<file path="config.mk">
export PLATFORM = sky130hd
export DESIGN_NAME = lps_seq
export DESIGN_NICKNAME = d
export VERILOG_FILES = /design/src/pkg/lps_pkg.sv /design/src/core/lps_seq.sv
export SDC_FILE = /design/constraint.sdc
export NUM_CORES = 1
export LEC_CHECK = 0
export BUFFER_PORTS_ARGS = -buffer_cell sky130_fd_sc_hd__buf_2
export CAP_MARGIN = 20
export CORE_UTILIZATION = 50
export CTS_BUF_LIST = sky130_fd_sc_hd__clkbuf_8
export DETAILED_ROUTE_END_ITERATION = 10
export PLACE_DENSITY = 0.73
export SETUP_SLACK_MARGIN = 0.5
export SLEW_MARGIN = 40
export SYNTH_ARGS = -nofsm -noshare
export SYNTH_HDL_FRONTEND = slang
export SYNTH_SLANG_ARGS = --single-unit
</file>
<file path="constraint.sdc">
create_clock -name clk_i -period 2.7 [get_ports clk_i]
set_input_delay 0.27 -clock clk_i [delete_from_list [all_inputs] [get_ports clk_i]]
set_output_delay 0.27 -clock clk_i [all_outputs]
set_load 0.01 [all_outputs]
</file>
<file path="src/pkg/lps_pkg.sv">
// lps_pkg: constants and types of the low power supervisor sequencer
// ----------------------------------------------------------------------
// Behaviour
// - over-current flags fault only with current monitoring fitted, halts transfer one minute
// - metal and object detection need current monitoring
// - supervisor presence read from pulled-up strap
// - present supervisor gets embedded firmware at cold start, kept state on other wakes
// - standby sends a present supervisor one sleep request, then stays asleep
// - wake every 400 ms for analog ping, only in standby with no supervisor present
// - drive three half-bridges, only one at a time, one coil each
// - feedback chain follows the coil being driven
// ----------------------------------------------------------------------
package lps_pkg;
  // clock and timing
  localparam int unsigned CLK_HZ = 200000000;
  localparam int unsigned OC_HOLD_S = 60;
  localparam int unsigned PING_MS = 400;
  localparam longint unsigned OC_HOLD_CYC = longint'(OC_HOLD_S) * longint'(CLK_HZ);
  localparam longint unsigned PING_CYC = longint'(PING_MS) * longint'(CLK_HZ) / 1000;
  localparam int unsigned TMR_W = 36;
  // coils and firmware image
  localparam int unsigned N_COILS = 3;
  localparam int unsigned FW_WORDS = 16;
  localparam int unsigned FW_IDX_W = 4;
  // reset values
  localparam logic [1:0] CHARGE_RST = 2'h0;
  localparam logic [1:0] MODE_RST = 2'h0;
  // sequencer states
  typedef enum logic [2:0] {
    ST_STRAP, ST_BOOT, ST_RESTORE, ST_RUN, ST_FAULT, ST_SLEEP
  } lps_state_e;
endpackage : lps_pkg

</file>
<file path="src/core/lps_seq.sv">
// lps_seq: standby sequencing, over-current hold and coil steering
module lps_seq import lps_pkg::*; #(
  parameter longint unsigned OC_HOLD_CYCLES = OC_HOLD_CYC,
  parameter longint unsigned PING_CYCLES = PING_CYC
) (
  // clock, reset, enable
  input wire logic clk_i,
  input wire logic nrst_i,
  input wire logic en_i,
  // presence and cold start straps used at reset release, current monitor input read continuously
  input wire logic strap_sup_i,
  input wire logic cold_start_i,
  input wire logic cur_mon_present_i,
  // current supervision and detection enables
  input wire logic oc_over_i,
  input wire logic pmd_req_i,
  input wire logic fod_req_i,
  output logic parasitic_metal_detect_en_o,
  output logic foreign_object_detect_en_o,
  output logic fault_o,
  // supervisor link
  output logic sup_present_o,
  output logic fw_valid_o,
  output logic [7:0] fw_data_o,
  input wire logic fw_ready_i,
  output logic sleep_req_o,
  input wire logic ret_valid_i,
  input wire logic [1:0] ret_charge_i,
  input wire logic [1:0] ret_mode_i,
  input wire logic ret_fault_i,
  // operating state
  input wire logic standby_i,
  input wire logic [1:0] charge_i,
  input wire logic [1:0] mode_i,
  output logic [1:0] charge_o,
  output logic [1:0] mode_o,
  output logic ready_o,
  output logic ping_o,
  // power stages and feedback mux
  input wire logic drive_i,
  input wire logic [1:0] coil_i,
  output logic [N_COILS-1:0] hb_en_o,
  output logic [N_COILS-1:0] fb_sel_o
);
  // embedded supervisor image, fixed at build time
  localparam logic [7:0] FW_IMAGE [FW_WORDS] = '{
    8'h3C, 8'hA5, 8'h01, 8'h7E, 8'h40, 8'h12, 8'h9B, 8'h00,
    8'hC3, 8'h5A, 8'h22, 8'hE1, 8'h08, 8'h77, 8'hF0, 8'h0F};
  localparam logic [TMR_W-1:0] OC_LOAD = TMR_W'(OC_HOLD_CYCLES - 1);
  localparam logic [TMR_W-1:0] PING_LOAD = TMR_W'(PING_CYCLES - 1);

  lps_state_e state_q, state_d;
  logic [TMR_W-1:0] tmr_q;
  logic [FW_IDX_W-1:0] fw_idx_q;
  logic fw_acc, oc_trip, ping_due;
  logic [N_COILS-1:0] coil_oh;

  // ----------------------------------------------------------------------
  // next state
  // ----------------------------------------------------------------------
  assign fw_acc = fw_valid_o && fw_ready_i;
  assign oc_trip = oc_over_i && cur_mon_present_i;
  assign ping_due = standby_i && !sup_present_o && (tmr_q == '0);

  always_comb begin
    state_d = state_q;
    case (state_q)
      ST_STRAP: begin
        if (strap_sup_i && cold_start_i) state_d = ST_BOOT;
        else if (strap_sup_i) state_d = ST_RESTORE;
        else state_d = ST_RUN;
      end
      ST_BOOT: begin
        if (fw_acc && fw_idx_q == FW_IDX_W'(FW_WORDS - 1)) state_d = ST_RUN;
      end
      ST_RESTORE: begin
        if (ret_valid_i) state_d = ret_fault_i ? ST_FAULT : ST_RUN;
      end
      ST_RUN: begin
        if (oc_trip) state_d = ST_FAULT;
        else if (sup_present_o && standby_i && !ping_o) state_d = ST_SLEEP;
      end
      ST_FAULT: begin
        if (tmr_q == '0) state_d = ST_RUN;
      end
      ST_SLEEP: state_d = ST_SLEEP; // supply is about to be removed
      default: state_d = ST_STRAP;
    endcase
  end

  // ----------------------------------------------------------------------
  // state, timer, strap
  // ----------------------------------------------------------------------
  // state register
  always_ff @(posedge clk_i) begin
    if (!nrst_i) state_q <= ST_STRAP;
    else if (en_i) state_q <= state_d;
  end

  // fault hold and self ping timer
  always_ff @(posedge clk_i) begin
    if (!nrst_i) tmr_q <= '0;
    else if (en_i) begin
      if (state_d == ST_FAULT && state_q != ST_FAULT) tmr_q <= OC_LOAD;
      else if (state_d == ST_RUN && (state_q != ST_RUN || ping_due)) tmr_q <= PING_LOAD;
      else if (tmr_q != '0) tmr_q <= tmr_q - TMR_W'(1);
    end
  end

  // presence strap caught once after release
  always_ff @(posedge clk_i) begin
    if (!nrst_i) sup_present_o <= 1'b0;
    else if (en_i && state_q == ST_STRAP) sup_present_o <= strap_sup_i;
  end

  // ----------------------------------------------------------------------
  // supervisor link
  // ----------------------------------------------------------------------
  // firmware transfer, one word per handshake
  always_ff @(posedge clk_i) begin
    if (!nrst_i) begin
      fw_valid_o <= 1'b0;
      fw_idx_q <= '0;
      fw_data_o <= 8'h00;
    end else if (en_i) begin
      fw_valid_o <= (state_d == ST_BOOT);
      if (state_q != ST_BOOT) begin
        fw_idx_q <= '0;
        fw_data_o <= FW_IMAGE[0];
      end else if (fw_acc) begin
        fw_idx_q <= fw_idx_q + FW_IDX_W'(1);
        fw_data_o <= FW_IMAGE[fw_idx_q + FW_IDX_W'(1)];
      end
    end
  end

  // sleep request, ping pulse, ready level
  always_ff @(posedge clk_i) begin
    if (!nrst_i) begin
      sleep_req_o <= 1'b0;
      ping_o <= 1'b0;
      ready_o <= 1'b0;
    end else if (en_i) begin
      sleep_req_o <= (state_d == ST_SLEEP && state_q != ST_SLEEP);
      ping_o <= state_d == ST_RUN && (state_q != ST_RUN || ping_due);
      ready_o <= (state_d == ST_RUN);
    end
  end

  // retained charge state, mode and fault
  always_ff @(posedge clk_i) begin
    if (!nrst_i) begin
      charge_o <= CHARGE_RST;
      mode_o <= MODE_RST;
      fault_o <= 1'b0;
    end else if (en_i) begin
      fault_o <= (state_d == ST_FAULT);
      if (state_q == ST_RESTORE && ret_valid_i) begin
        charge_o <= ret_charge_i;
        mode_o <= ret_mode_i;
      end else if (state_q == ST_RUN) begin
        charge_o <= charge_i;
        mode_o <= mode_i;
      end
    end
  end

  // detection only with current monitoring fitted
  always_ff @(posedge clk_i) begin
    if (!nrst_i) begin
      parasitic_metal_detect_en_o <= 1'b0;
      foreign_object_detect_en_o <= 1'b0;
    end else if (en_i) begin
      parasitic_metal_detect_en_o <= pmd_req_i && cur_mon_present_i;
      foreign_object_detect_en_o <= fod_req_i && cur_mon_present_i;
    end
  end

  // ----------------------------------------------------------------------
  // power stages and feedback steering
  // ----------------------------------------------------------------------
  for (genvar c = 0; c < N_COILS; c++) begin : g_coil
    assign coil_oh[c] = (coil_i == 2'(c));
    // feedback chain follows the coil code, the stage also needs drive in run
    always_ff @(posedge clk_i) begin
      if (!nrst_i) begin
        hb_en_o[c] <= 1'b0;
        fb_sel_o[c] <= 1'b0;
      end else if (en_i) begin
        hb_en_o[c] <= state_d == ST_RUN && drive_i && coil_oh[c];
        fb_sel_o[c] <= coil_oh[c];
      end
    end
  end
endmodule : lps_seq

</file>
## After elaboration in Yosys (flattened, before gate mapping)

Memories as Yosys holds them, arrays and structs flattened.
Index checks and enable logic that the tools add are counted.

| cells by class | value |
|---|---|
| add/sub/neg operators | 2 |
| $lt $le $gt $ge | 1 |
| equal/unequal tests | 16 |
| muxes and demuxes | 22 |
| bitwise gates (word level) | 1 |
| reduce and logical (&&, ||, !) cells | 32 |

Operators with widths:

| operator | number |
|---|---|
| $mux 36 | 3 |
| $logic_not 36->1 | 1 |
| $reduce_bool 36->1 | 1 |
| $sub 36x1->36 const B | 1 |
| $mux 8 | 4 |
| $logic_and 1x1->1 | 19 |
| $mux 3 | 6 |
| $pmux 3 s6 | 1 |
| $eq 3x3->1 const B | 4 |
| $mux 2 | 5 |
| $eq 3x2->1 const B | 3 |
| $mux 4 | 2 |
| $eq 3x1->1 const B | 2 |
| $ne 3x3->1 const B | 2 |
| $reduce_and 2->1 | 3 |
| $ge 5x5->1 const B | 1 |
| $not 4->5 | 1 |
| $add 4x1->4 const B | 1 |
| $eq 4x4->1 const B | 1 |
| $reduce_bool 2->1 | 2 |
| $logic_not 3->1 | 1 |
| $ne 3x1->1 const B | 1 |
| $ne 3x2->1 const B | 1 |
| $reduce_bool 3->1 | 1 |
| other kinds (6) | 7 |

| word-level totals | value |
|---|---|
| register bits | 69 |
| ROM bits | 128 |
| memories kept | 1 |

Memories:

| memory | depth | bits a word | read ports | clocked after memory_dff | wr ports | line | source |
|---|---|---|---|---|---|---|---|
| (no name shown) | 16 | 8 | 1 | 0 | 0 | lps_seq.sv:132 | `fw_data_o <= FW_IMAGE[fw_idx_q + FW_IDX_W'(1)];` |

## Longest topological paths before layout

Gate-level depths: netlist of run 1.

| logic depth | value |
|---|---|
| depth in word-level cells | 9 |
| depth in mapped cells | 11 |

## Worst setup path after synthesis of run 1

Ideal clock, no wire load.

| timing path | value |
|---|---|
| path type | register to register |
| start point | reg tmr_q[27] |
| end point | reg tmr_q[0] |
| data arrival time | 2.665 ns |
| required time | 2.584 ns |
| setup slack | -0.081 ns |
| stages on the path, launching flop included | 9 |
| cell sequence | dfxtp_1 > buf_2 > or4_4 > or4_4 > nor4_4 > nor2_2 > a211o_1 > buf_6 > o211a_1 |

| between the ends | value |
|---|---|
| word-level cells in the longest chain between the ends | 7 |
| elaborated cells on any way between the ends | 14 |
| those cells by class | eq/ne: 2; mux: 4; reduce/logical: 8 |

Ends and longest elaborated chain:

| item | line | source |
|---|---|---|
| start: declaration | lps_seq.sv:53 | `logic [TMR_W-1:0] tmr_q;` |
| start signal: assignment | lps_seq.sv:106 | `else if (tmr_q != '0) tmr_q <= tmr_q - TMR_W'(1);` |
| $logic_not 36->1 | lps_seq.sv:63, lps_seq.sv:84 |  |
| $mux 3 | lps_seq.sv:84 | `if (tmr_q == '0) state_d = ST_RUN;` |
| $pmux 3 s6 | lps_seq.sv:67 | `case (state_q)` |
| $eq 3x3->1 / $eq 3x2->1 (equally long branches) | lps_seq.sv:104, lps_seq.sv:105 |  |
| $logic_and 1x1->1 (on tied branches) | lps_seq.sv:104, lps_seq.sv:105 |  |
| $reduce_bool 3->1 (no source line) / $mux 36 (equally long branches) | - |  |
| $reduce_and 2->1 (no source line) / $mux 36 (equally long branches) | - |  |

Several ways; a longest one is shown, not always the timed one.
A chain may end at the register's enable or synchronous reset.

## Worst setup path after layout of run 1

| timing path | value |
|---|---|
| start point | reg tmr_q[27] |
| end point | reg tmr_q[29] |

| between the ends | value |
|---|---|
| word-level cells in the longest chain between the ends | 7 |
| elaborated cells on any way between the ends | 16 |
| those cells by class | add/sub: 1; eq/ne: 2; mux: 5; reduce/logical: 8 |

Ends and longest elaborated chain:

| item |
|---|
| branches (longest 7 deep; another with $sub 36x1->36) |

Parallel ways; which one is timed is not known. The select of a mux whose other input is x is not followed.

==> metrics.cfg, run 1 <==
[cells_and_area]
finish.utilization = 0.718
diodes = 0
fin_nets = 644
drive_gt1_frac = 0.338
layoutNonFillerInstCount = 721
area.growth.synth_to_final_pct = 39.2
final_cell_mix = dfxtp_1 (67), nand2_1 (56), buf_4 (56)
layout.cells.most_common = dfxtp_1

[sta]
worstMarginPinSlew_ns = 0.797
min_period_over_period = 1.02
worst_clock_skew_ns = 0.0111
final_max_slew_viol_count = 0
rsz0062_at_grt = true
max_slew_margin = 0.467
setup_tns_ns = -0.159
min_period_ns = 2.76
setup_slack_ns = -0.0571
hold_viol = 0
setup_viol = 9
fmax_ghz = 0.363

[clocking]
cts_buffer_depth = 2
clock_latency_ns = 0.37
root_buffer = clkbuf_8
htree_levels = 3
cts_tree = yes
clk_pin_slew_ns = 0.08
numCtsBuffers = 9
cts_hold_buf = 0
cts.sinks = 69

[synth]
synth-seq-cells = 69
synth.area.top_cells = dfxtp_1 (35%), nand2_1 (5.6%), a21oi_1 (4.8%), nor2_1 (3.3%), o21ai_1 (2.8%)
yosys.area.top_type_share = 0.347
synth_top_area_cell = dfxtp_1
synth_edf_count = 0
synthAdderAreaFrac = 0.0188
syn_area_per_cell_sq_um = 7.89
synthMuxAreaShare = 0.0126
synth.net_count = 535
syn-cell-area_sq_mm = 0.00399
seq_area_frac_synth = 0.347
synth_cell_types = 69
synthSimpleGateAreaFrac = 0.264
synth-compound-area-share = 0.294
synth_top_family_by_area = compound AO/OA/AOI/OAI gates
synth_flop_cell = dfxtp_1
yosysWarnings = 0
synthCells = 505
synth_xor_xnor_area_share = 0.0132
async_flop_share = 0

[grt]
grt_util_all_layers = 0.304
grt_antenna_before_repair = 0
grt_max_degree = 40
grt_pass1_wl_mm = 20.1
grt_pass1_vias = 4259
overflow = 0

[power_and_ir_drop]
powerDensity_mw_per_mm2 = 638
power_mw = 3.54
p_leak_nw = 2.23
vdd_drop_max_uv = 321

[critical_path]
cp-start-kind = register
critPathArrivalTime_ns = 3.00
cp_cell_sequence = or4_4 > or4_4 > nor4_4 > buf_6 > a22oi_2 > o211ai_4 > buf_4 > nor4b_1 > o21a_1
startpoint = tmr_q[27]
slowest_delay_ns = 0.53
crit_fanout = 7
crit_type = reg -> reg
reg2reg_from = tmr_q[27]
critPathCaptureType = register
crit_buf_inv = 2
worstPathRequired_ns = 2.95
path_delay_family = simple AND/OR/NAND/NOR gates
crit_top_cell = or4_4
cp_slowest_cell = or4_4

[status]
violations = setup timing
status = finished, violations left

[place]
port_buffers = 49
dpl.hpwl_mm = 8.04
place_inst = 684
gp_congestion = 0.930
dp_slack_ns = -0.0588

[worst_hold_path]
holdCritStartpoint = pmd_req_i
hold_path.class = in -> reg

[die]
ios = 50
start_util = 0.516
design.core.area_sq_mm = 0.00773
die_y_microns = 91.3
fp-row-count = 32
die_area_sq_mm = 0.00833
die_x_microns = 91.3

[route]
drtAntennaViolNets = 0
routedWlPerCell_microns = 18.5
num_vias = 4599
vias_per_cell = 6.38
wl_mm = 13.3
drc = 0
first_iter_violations = 498
first_pass_iters = 5

[run]
cap_violations = 0

[cell families (layout without fill, tap and decap cells)]
kind of cell / count (synthesis) / after routing
AOI/OAI and AO/OA: 168 / 169
xor gates and xnor gates: 6 / 6
adders and majority gates: 6 / 6
buffers and inverters: 46 / 158
DFF: 69 / 69
muxes: 5 / 5
and+or+nand+nor: 205 / 206
[where the power goes]
| part | internal, mW | total, mW | switching (mW) |
|---|---|---|---|
| sequential | 1.10 | 1.18 | 0.0825 |
| clock | 0.704 | 1.14 | 0.433 |
| combinational | 0.553 | 1.22 | 0.666 |
| total | 2.36 | 3.54 | 1.18 |
[timing repair]
| action | CTS | global route |
|---|---|---|
| cloned | 3 | 3 |
| pin swaps | 12 | 21 |
| buffers inserted | 7 | 8 |
| endpoints found under the setup margin | 42 | 48 |
| gates resized for setup | 31 | 40 |
| hold endpoints to repair | 0 | 0 |
[sequential cells by signal (all words and copies together), names as in the netlist]
signal / count
fw_idx_q: 4
charge_o: 2
fw_valid_o: 1
ready_o: 1
ping_o: 1
fault_o: 1
fb_sel_o: 3
state_q: 3
parasitic_metal_detect_en_o: 1
fw_data_o: 8
tmr_q: 36
sup_present_o: 1
mode_o: 2
foreign_object_detect_en_o: 1
sleep_req_o: 1
hb_en_o: 3
[worst register-to-register path: stages (launching register included)]
cell,delay (ns)
dfxtp_2,0.32
or4_4,0.53
or4_4,0.53
nor4_4,0.21
buf_6,0.19
a22oi_2,0.14
o211ai_4,0.32
buf_4,0.17
nor4b_1,0.04
o21a_1,0.18
[cells in the mapped netlist (12+ instances only)]
master / number
dfxtp_1: 69
nand2_1: 59
a21oi_1: 38
nor2_1: 35
o21ai_1: 22
nor3_1: 21
clkbuf_1: 18
nand3_1: 18
inv_1: 17
nor4_1: 13
o21ai_0: 13
or3_1: 13
o211ai_1: 12
[path summary, 6_finish.rpt]
check,endpoint,slack (ns),cells after the start
worst min register to register,fw_data_o[0],0.46,2
worst max-delay path,tmr_q[29],-0.06,9
worst max register to register,tmr_q[29],-0.06,9
worst min-delay path,parasitic_metal_detect_en_o,0.18,3
[routing by layer]
metal	wire, microns	global-route usage
met5	0	0
met4	536	0.164
met3	1050	0.0645
met2	6220	0.496
met1	5510	0.375
[per-stage QoR]
stage / area (sq um) / hold WS (ns)
floorplan: 4050 / 0.442
global placement: 4710 / 0.439
detailed placement: 4710 / 0.447
CTS: 5230 / 0.179
global route: 5550 / 0.189
finish: 5550 / 0.184
[final cells by class]
class / instances / area [sq um]
Fill cell: 567 / 2180
Inverter: 18 / 67.6
Multi-Input combinational cell: 392 / 2750
Timing Repair Buffer: 124 / 953
Clock inverter: 7 / 138
Clock buffer: 9 / 124
Sequential cell: 69 / 1380
Tap cell: 102 / 128
Power figures use the tool's default switching activity.
==> inputs of run 2 (changes only) <==
--- a/config.mk
+++ b/config.mk
@@ -7,10 +7,12 @@
 export LEC_CHECK = 0
 export BUFFER_PORTS_ARGS = -buffer_cell sky130_fd_sc_hd__buf_2
 export CAP_MARGIN = 20
-export CORE_UTILIZATION = 50
+export CELL_PAD_IN_SITES_DETAIL_PLACEMENT = 0
+export CELL_PAD_IN_SITES_GLOBAL_PLACEMENT = 2
+export CORE_UTILIZATION = 32
 export CTS_BUF_LIST = sky130_fd_sc_hd__clkbuf_8
 export DETAILED_ROUTE_END_ITERATION = 10
-export PLACE_DENSITY = 0.73
+export PLACE_DENSITY_LB_ADDON = 0.1
 export SETUP_SLACK_MARGIN = 0.5
 export SLEW_MARGIN = 40
 export SYNTH_ARGS = -nofsm -noshare
==> metrics.cfg, run 2 (synthesis results as in run 1) <==
[critical_path]
crit_type = reg -> reg  ; unchanged
cp_cell_sequence = or4_4 > or4_4 > nor4_4 > buf_6 > a22o_4 > buf_12 > buf_16 > a211oi_4 > buf_4 > nand2_2 > a31oi_1  ; was or4_4 > or4_4 > nor4_4 > buf_6 > a22oi_2 > o211ai_4 > buf_4 > nor4b_1 > o21a_1
crit_buf_inv = 4  ; was 2
path_delay_family = simple AND/OR/NAND/NOR gates  ; unchanged
critPathArrivalTime_ns = 2.94  ; was 3.00 ns
crit_top_cell = or4_4  ; unchanged
worstPathRequired_ns = 2.95  ; about the same
slowest_delay_ns = 0.53  ; about the same
cp_slowest_cell = or4_4  ; unchanged
critPathCaptureType = register  ; unchanged
cp-start-kind = register  ; unchanged
crit_fanout = 7  ; unchanged

[cells_and_area]
layout.cells.most_common = dfxtp_1  ; unchanged
largest_reg_flops = 36  ; unchanged
area.growth.synth_to_final_pct = 37.3  ; was 39.2%
fin_nets = 645  ; was 644
regArea_sq_mm = 0.00138  ; unchanged
reg_top3 = tmr_q: 36 flops, fw_data_o: 8 flops, fw_idx_q: 4 flops  ; unchanged
regMostFlops = tmr_q  ; unchanged
multi_input_area_sq_mm = 0.00269  ; was 0.00275 sq mm
drive_gt1_frac = 0.323  ; was 0.338
fill_cells = 1180  ; was 567
finish.utilization = 0.454  ; was 0.718
final_area_sq_mm = 0.00547  ; was 0.00555 sq mm
diodes = 0  ; unchanged
final_cell_mix = dfxtp_1 (67), buf_4 (57), nand2_1 (56)  ; was dfxtp_1 (67), nand2_1 (56), buf_4 (56)

[power_and_ir_drop]
powerDensity_mw_per_mm2 = 584  ; was 638 mW/mm^2
p_sw_frac = 0.351  ; was 0.334
switchingPower_mw = 1.12  ; was 1.18 mW
p_leak_nw = 2.21  ; was 2.23 nW
clkPwrFrac = 0.268  ; was 0.321
pwr-share-seq = 0.368  ; was 0.334
intPower_mw = 2.07  ; was 2.36 mW
p_comb_frac = 0.364  ; was 0.344
vdd_drop_max_uv = 215  ; was 321 uV

[grt]
use_met1 = 0.314  ; was 0.375
use_met3 = 0.0377  ; was 0.0645
grt_pass1_vias = 3970  ; was 4259
grtUsageMet2 = 0.311  ; was 0.496
grt_max_degree = 31  ; was 40
grt_pass1_wl_mm = 21.5  ; was 20.1 mm
grt_antenna_before_repair = 0  ; unchanged
top_usage_layer = met1  ; was met2
grt_util_all_layers = 0.214  ; was 0.304
overflow = 0  ; unchanged

[clocking]
clock_latency_ns = 0.37  ; about the same
cts.sinks = 69  ; unchanged
cts_buffer_depth = 2  ; unchanged
root_buffer = clkbuf_8  ; unchanged
numCtsBuffers = 9  ; unchanged
cts_hold_buf = 0  ; unchanged
cts_tree = yes  ; unchanged
clk_pin_slew_ns = 0.08  ; about the same
htree_levels = 3  ; unchanged

[sta]
worstMarginPinSlew_ns = 0.706  ; was 0.797 ns
max_slew_margin = 0.527  ; was 0.467
hold_viol = 0  ; unchanged
min_period_over_period = 0.997  ; was 1.02
setup_slack_ns = 0.00696  ; was -0.0571 ns
min_period_ns = 2.69  ; was 2.76 ns
setup_tns_ns = 0  ; was -0.159 ns
rsz0062_at_grt = true  ; unchanged
worst_clock_skew_ns = 0.0128  ; was 0.0111 ns
finalHoldWorstSlack_ns = 0.181  ; was 0.184 ns
fmax_ghz = 0.371  ; was 0.363 GHz
setup_viol = 0  ; was 9
final_max_slew_viol_count = 0  ; unchanged

[route]
num_vias = 4255  ; was 4599
routedWlPerCell_microns = 16.9  ; was 18.5 microns
vias_per_cell = 5.40  ; was 6.38
drc = 0  ; unchanged
first_pass_iters = 5  ; unchanged
first_iter_violations = 241  ; was 498
wl_mm = 13.3  ; about the same
drtAntennaViolNets = 0  ; unchanged

[place]
port_buffers = 49  ; unchanged
place_area_sq_mm = 0.00486  ; was 0.00471 sq mm
dpl.hpwl_mm = 9.43  ; was 8.04 mm
dp_slack_ns = -0.0804  ; was -0.0588 ns
gp_congestion = 0.912  ; was 0.930

[run]
cap_violations = 0  ; unchanged

[die]
die_area_sq_mm = 0.0129  ; was 0.00833 sq mm
start_util = 0.330  ; was 0.516
die_y_microns = 114  ; was 91.3 microns
die_x_microns = 114  ; was 91.3 microns
fp-row-count = 40  ; was 32
design.core.area_sq_mm = 0.0121  ; was 0.00773 sq mm
ios = 50  ; unchanged

[status]
status = finished, final reports clean  ; was finished, violations left

[worst_hold_path]
hold_path.class = in -> reg  ; unchanged

## run 2: cell count changes in the layout (fill, tap and decap cells not counted), moves of 2 or more
cell	delta
inv_1	+5
bufinv_16	-3
a31oi_4	-4
o21ai_2	-2
a211oi_1	+2
a211oi_2	-2
a31oi_2	+2
clkinv_2	-2
a31oi_1	+2
buf_6	+2
## run 2: final cells by class
cell class                      instances  share of cell area
Clock inverter                          6             0.00892
Sequential cell                        69               0.253
Multi-Input combinational cell        392               0.491
Inverter                               18              0.0123
Tap cell                              168              0.0384
Clock buffer                           10              0.0251
Timing Repair Buffer                  125               0.171
## run 2: repair_timing
item / in CTS / in global routing
cloned: 3 / 0
endpoints found under the setup margin: 43 / 46
resized for setup: 28 / 32
pin swaps: 18 / 14
buffers inserted: 8 / 3
## run 2: power by group through the flow
stage               Clock (mW)  Sequential (mW)  Combinational [mW]
global placement             0             1.19               0.964
floorplan                    0             1.19               0.593
CTS                      0.877             1.17                1.10
finish                   0.857             1.17                1.16
detailed placement           0             1.19               0.966
global route             0.914             1.19                1.26
## run 2: stage by stage
step	instances	total power, mW
6_report	788	3.19
3_3_place_gp	758	2.16
5_1_grt	788	3.36
4_1_cts	785	3.14
3_5_place_dp	758	2.16
2_1_floorplan	505	1.79
## run 2: path summary, 6_finish.rpt
| path | start | endpoint | slack [ns] | depth (start not counted) |
|---|---|---|---|---|
| worst min-delay path | fod_req_i | foreign_object_detect_en_o | 0.18 | 3 |
| worst max register to register | tmr_q[28] | tmr_q[34] | 0.007 | 11 |
| worst max-delay path | tmr_q[28] | tmr_q[34] | 0.007 | 11 |
| worst min register to register | fb_sel_o[0] | fb_sel_o[0] | 0.47 | 2 |
## run 2: per-layer routing
metal	up-vias	part of all wire
li1	2118	-
met1	2004	0.50
met2	117	0.43
met3	16	0.049
met4	0	0.017
met5	-	0
## run 2: worst min-delay path: stages
cell and delay (ns):
buf_2 0.09, nand3_1 0.06, a21boi_0 0.07
==> inputs of run 3 (changes only) <==
--- a/config.mk
+++ b/config.mk
@@ -9,7 +9,7 @@
 export CAP_MARGIN = 20
 export CELL_PAD_IN_SITES_DETAIL_PLACEMENT = 0
 export CELL_PAD_IN_SITES_GLOBAL_PLACEMENT = 2
-export CORE_UTILIZATION = 32
+export CORE_UTILIZATION = 35
 export CTS_BUF_LIST = sky130_fd_sc_hd__clkbuf_8
 export DETAILED_ROUTE_END_ITERATION = 10
 export PLACE_DENSITY_LB_ADDON = 0.1
==> constraint.sdc (replaced) <==
create_clock -name clk_i -period 2.5 [get_ports clk_i]
set_input_delay 0.25 -clock clk_i [delete_from_list [all_inputs] [get_ports clk_i]]
set_output_delay 0.25 -clock clk_i [all_outputs]
set_load 0.01 [all_outputs]
==> metrics.cfg, run 3 (synthesis results as in run 1) <==
[route]
drtAntennaViolNets = 0  ; unchanged
vias_per_cell = 5.45  ; was 5.40
first_iter_violations = 244  ; was 241
drc = 0  ; unchanged
wl_mm = 13.7  ; was 13.3 mm
num_vias = 4402  ; was 4255
first_pass_iters = 5  ; unchanged
routedWlPerCell_microns = 17.0  ; was 16.9 microns

[cells_and_area]
area.growth.synth_to_final_pct = 48.1  ; was 37.3%
finish.utilization = 0.537  ; was 0.454
regMostFlops = tmr_q  ; unchanged
diodes = 0  ; unchanged
final_cell_mix = buf_4 (99), dfxtp_1 (66), nand2_1 (55)  ; was dfxtp_1 (67), buf_4 (57), nand2_1 (56)
layout.cells.most_common = buf_4  ; was dfxtp_1
fin_nets = 693  ; was 645
fill_cells = 1078  ; was 1180
layoutNonFillerInstCount = 808  ; was 788
drive_gt1_frac = 0.401  ; was 0.323
reg_top3 = tmr_q: 36 flops, fw_data_o: 8 flops, fw_idx_q: 4 flops  ; unchanged
largest_reg_flops = 36  ; unchanged

[die]
die_y_microns = 109  ; was 114 microns
fp-row-count = 38  ; was 40
start_util = 0.363  ; was 0.330
design.core.area_sq_mm = 0.0110  ; was 0.0121 sq mm
die_area_sq_mm = 0.0118  ; was 0.0129 sq mm
die_x_microns = 109  ; was 114 microns
ios = 50  ; unchanged

[clocking]
clock_latency_ns = 0.38  ; was 0.37 ns
numCtsBuffers = 9  ; unchanged
cts_buffer_depth = 2  ; unchanged
clk_pin_slew_ns = 0.08  ; about the same
root_buffer = clkbuf_8  ; unchanged
cts_tree = yes  ; unchanged
cts_hold_buf = 0  ; unchanged
cts.sinks = 69  ; unchanged
htree_levels = 3  ; unchanged

[sta]
fmax_ghz = 0.367  ; was 0.371 GHz
max_slew_margin = 0.596  ; was 0.527
worst_clock_skew_ns = 0.0110  ; was 0.0128 ns
setup_slack_ns = -0.222  ; was 0.00696 ns
min_period_over_period = 1.09  ; was 0.997
hold_viol = 0  ; unchanged
final_max_slew_viol_count = 0  ; unchanged
setup_viol = 44  ; was 0
worstMarginPinSlew_ns = 0.607  ; was 0.706 ns
rsz0062_at_grt = true  ; unchanged
min_period_ns = 2.72  ; was 2.69 ns

[status]
violations = setup timing
status = finished, violations left  ; was finished, final reports clean

[place]
place_inst = 771  ; was 758
gp_congestion = 0.849  ; was 0.912
dp_slack_ns = -0.320  ; was -0.0804 ns
dpl.hpwl_mm = 9.66  ; was 9.43 mm
port_buffers = 49  ; unchanged

[grt]
grt_pass1_wl_mm = 21.5  ; about the same
grt_antenna_before_repair = 0  ; unchanged
overflow = 0  ; unchanged
grt_max_degree = 29  ; was 31
grt_util_all_layers = 0.239  ; was 0.214
grt_pass1_vias = 4235  ; was 3970

[power_and_ir_drop]
clkPwrFrac = 0.256  ; was 0.268
p_leak_nw = 2.44  ; was 2.21 nW
powerDensity_mw_per_mm2 = 616  ; was 584 mW/mm^2
vdd_drop_max_uv = 446  ; was 215 uV
p_sw_frac = 0.348  ; was 0.351
p_comb_frac = 0.399  ; was 0.364
switchingPower_mw = 1.26  ; was 1.12 mW
intPower_mw = 2.37  ; was 2.07 mW
power_mw = 3.64  ; was 3.19 mW
pwr-share-seq = 0.344  ; was 0.368

[critical_path]
critPathCaptureType = register  ; unchanged
crit_type = reg -> reg  ; unchanged
critPathArrivalTime_ns = 2.99  ; was 2.94 ns
crit_fanout = 8  ; was 7
cp-start-kind = register  ; unchanged
r2r_slack_ns = -0.22  ; was 0.007 ns
worstPathRequired_ns = 2.76  ; was 2.95 ns

[run]
cap_violations = 0  ; unchanged

[worst_hold_path]
hold_path.class = in -> reg  ; unchanged

==> run 3: stage by stage <==
stage / cell area (sq um) / hold WS [ns] / setup TNS [ns]
after floorplan: 4050 / 0.422 / -6.86
after global placement: 5150 / 0.443 / -6.53
after detailed placement: 5150 / 0.450 / -7.49
after CTS: 5620 / 0.129 / -4.13
after global routing: 5900 / 0.130 / -10.20
final: 5900 / 0.150 / -5.98
==> run 3: routing by layer <==
layer,up-vias,part of all wire,global-route usage
met5,-,0,0
met4,0,0.011,0.0666
met3,12,0.036,0.0634
met2,82,0.46,0.383
met1,2101,0.49,0.316
li1,2207,-,-
==> run 3: critical path, stage by stage, from the launching register on <==
cell,delay (ns)
dfxtp_2,0.33
or4_4,0.53
or4_4,0.52
nor4_4,0.18
buf_6,0.19
a22o_4,0.22
a211o_4,0.19
buf_6,0.10
buf_6,0.09
o21ai_2,0.04
a32o_1,0.21
==> run 3: repair_timing <==
| item | CTS | global route |
|---|---|---|
| resized for setup | 38 | 50 |
| pin swaps | 18 | 12 |
| setup endpoints to repair | 45 | 52 |
| buffers inserted | 14 | 5 |
| cloned | 1 | 1 |
==> run 3: final cells by class <==
| cell class | count | area, sq um | area share |
|---|---|---|---|
| clock buffers | 10 | 138 | 0.0233 |
| clock inverters | 6 | 55.1 | 0.00933 |
| inverters | 18 | 67.6 | 0.0114 |
| multi-input cells | 390 | 2750 | 0.467 |
| flip-flops and latches | 69 | 1390 | 0.235 |
| well taps | 140 | 175 | 0.0297 |
| repair buffers | 175 | 1330 | 0.225 |
==> run 3: power groups by stage <==
stage	registers, mW	logic (mW)	clock network (mW)
detailed placement	1.27	1.23	0
global route	1.26	1.56	1.01
floorplan	1.29	0.641	0
finish	1.25	1.45	0.932
global placement	1.27	1.22	0
CTS	1.25	1.34	0.965
==> run 3: worst paths after layout <==
path / startpoint / endpoint / cells after the start
worst max-delay path: tmr_q[30] / tmr_q[33] / 10
worst min-delay path: pmd_req_i / parasitic_metal_detect_en_o / 3
worst max register to register: tmr_q[30] / tmr_q[33] / 10
worst min register to register: fw_data_o[0] / fw_data_o[0] / 2
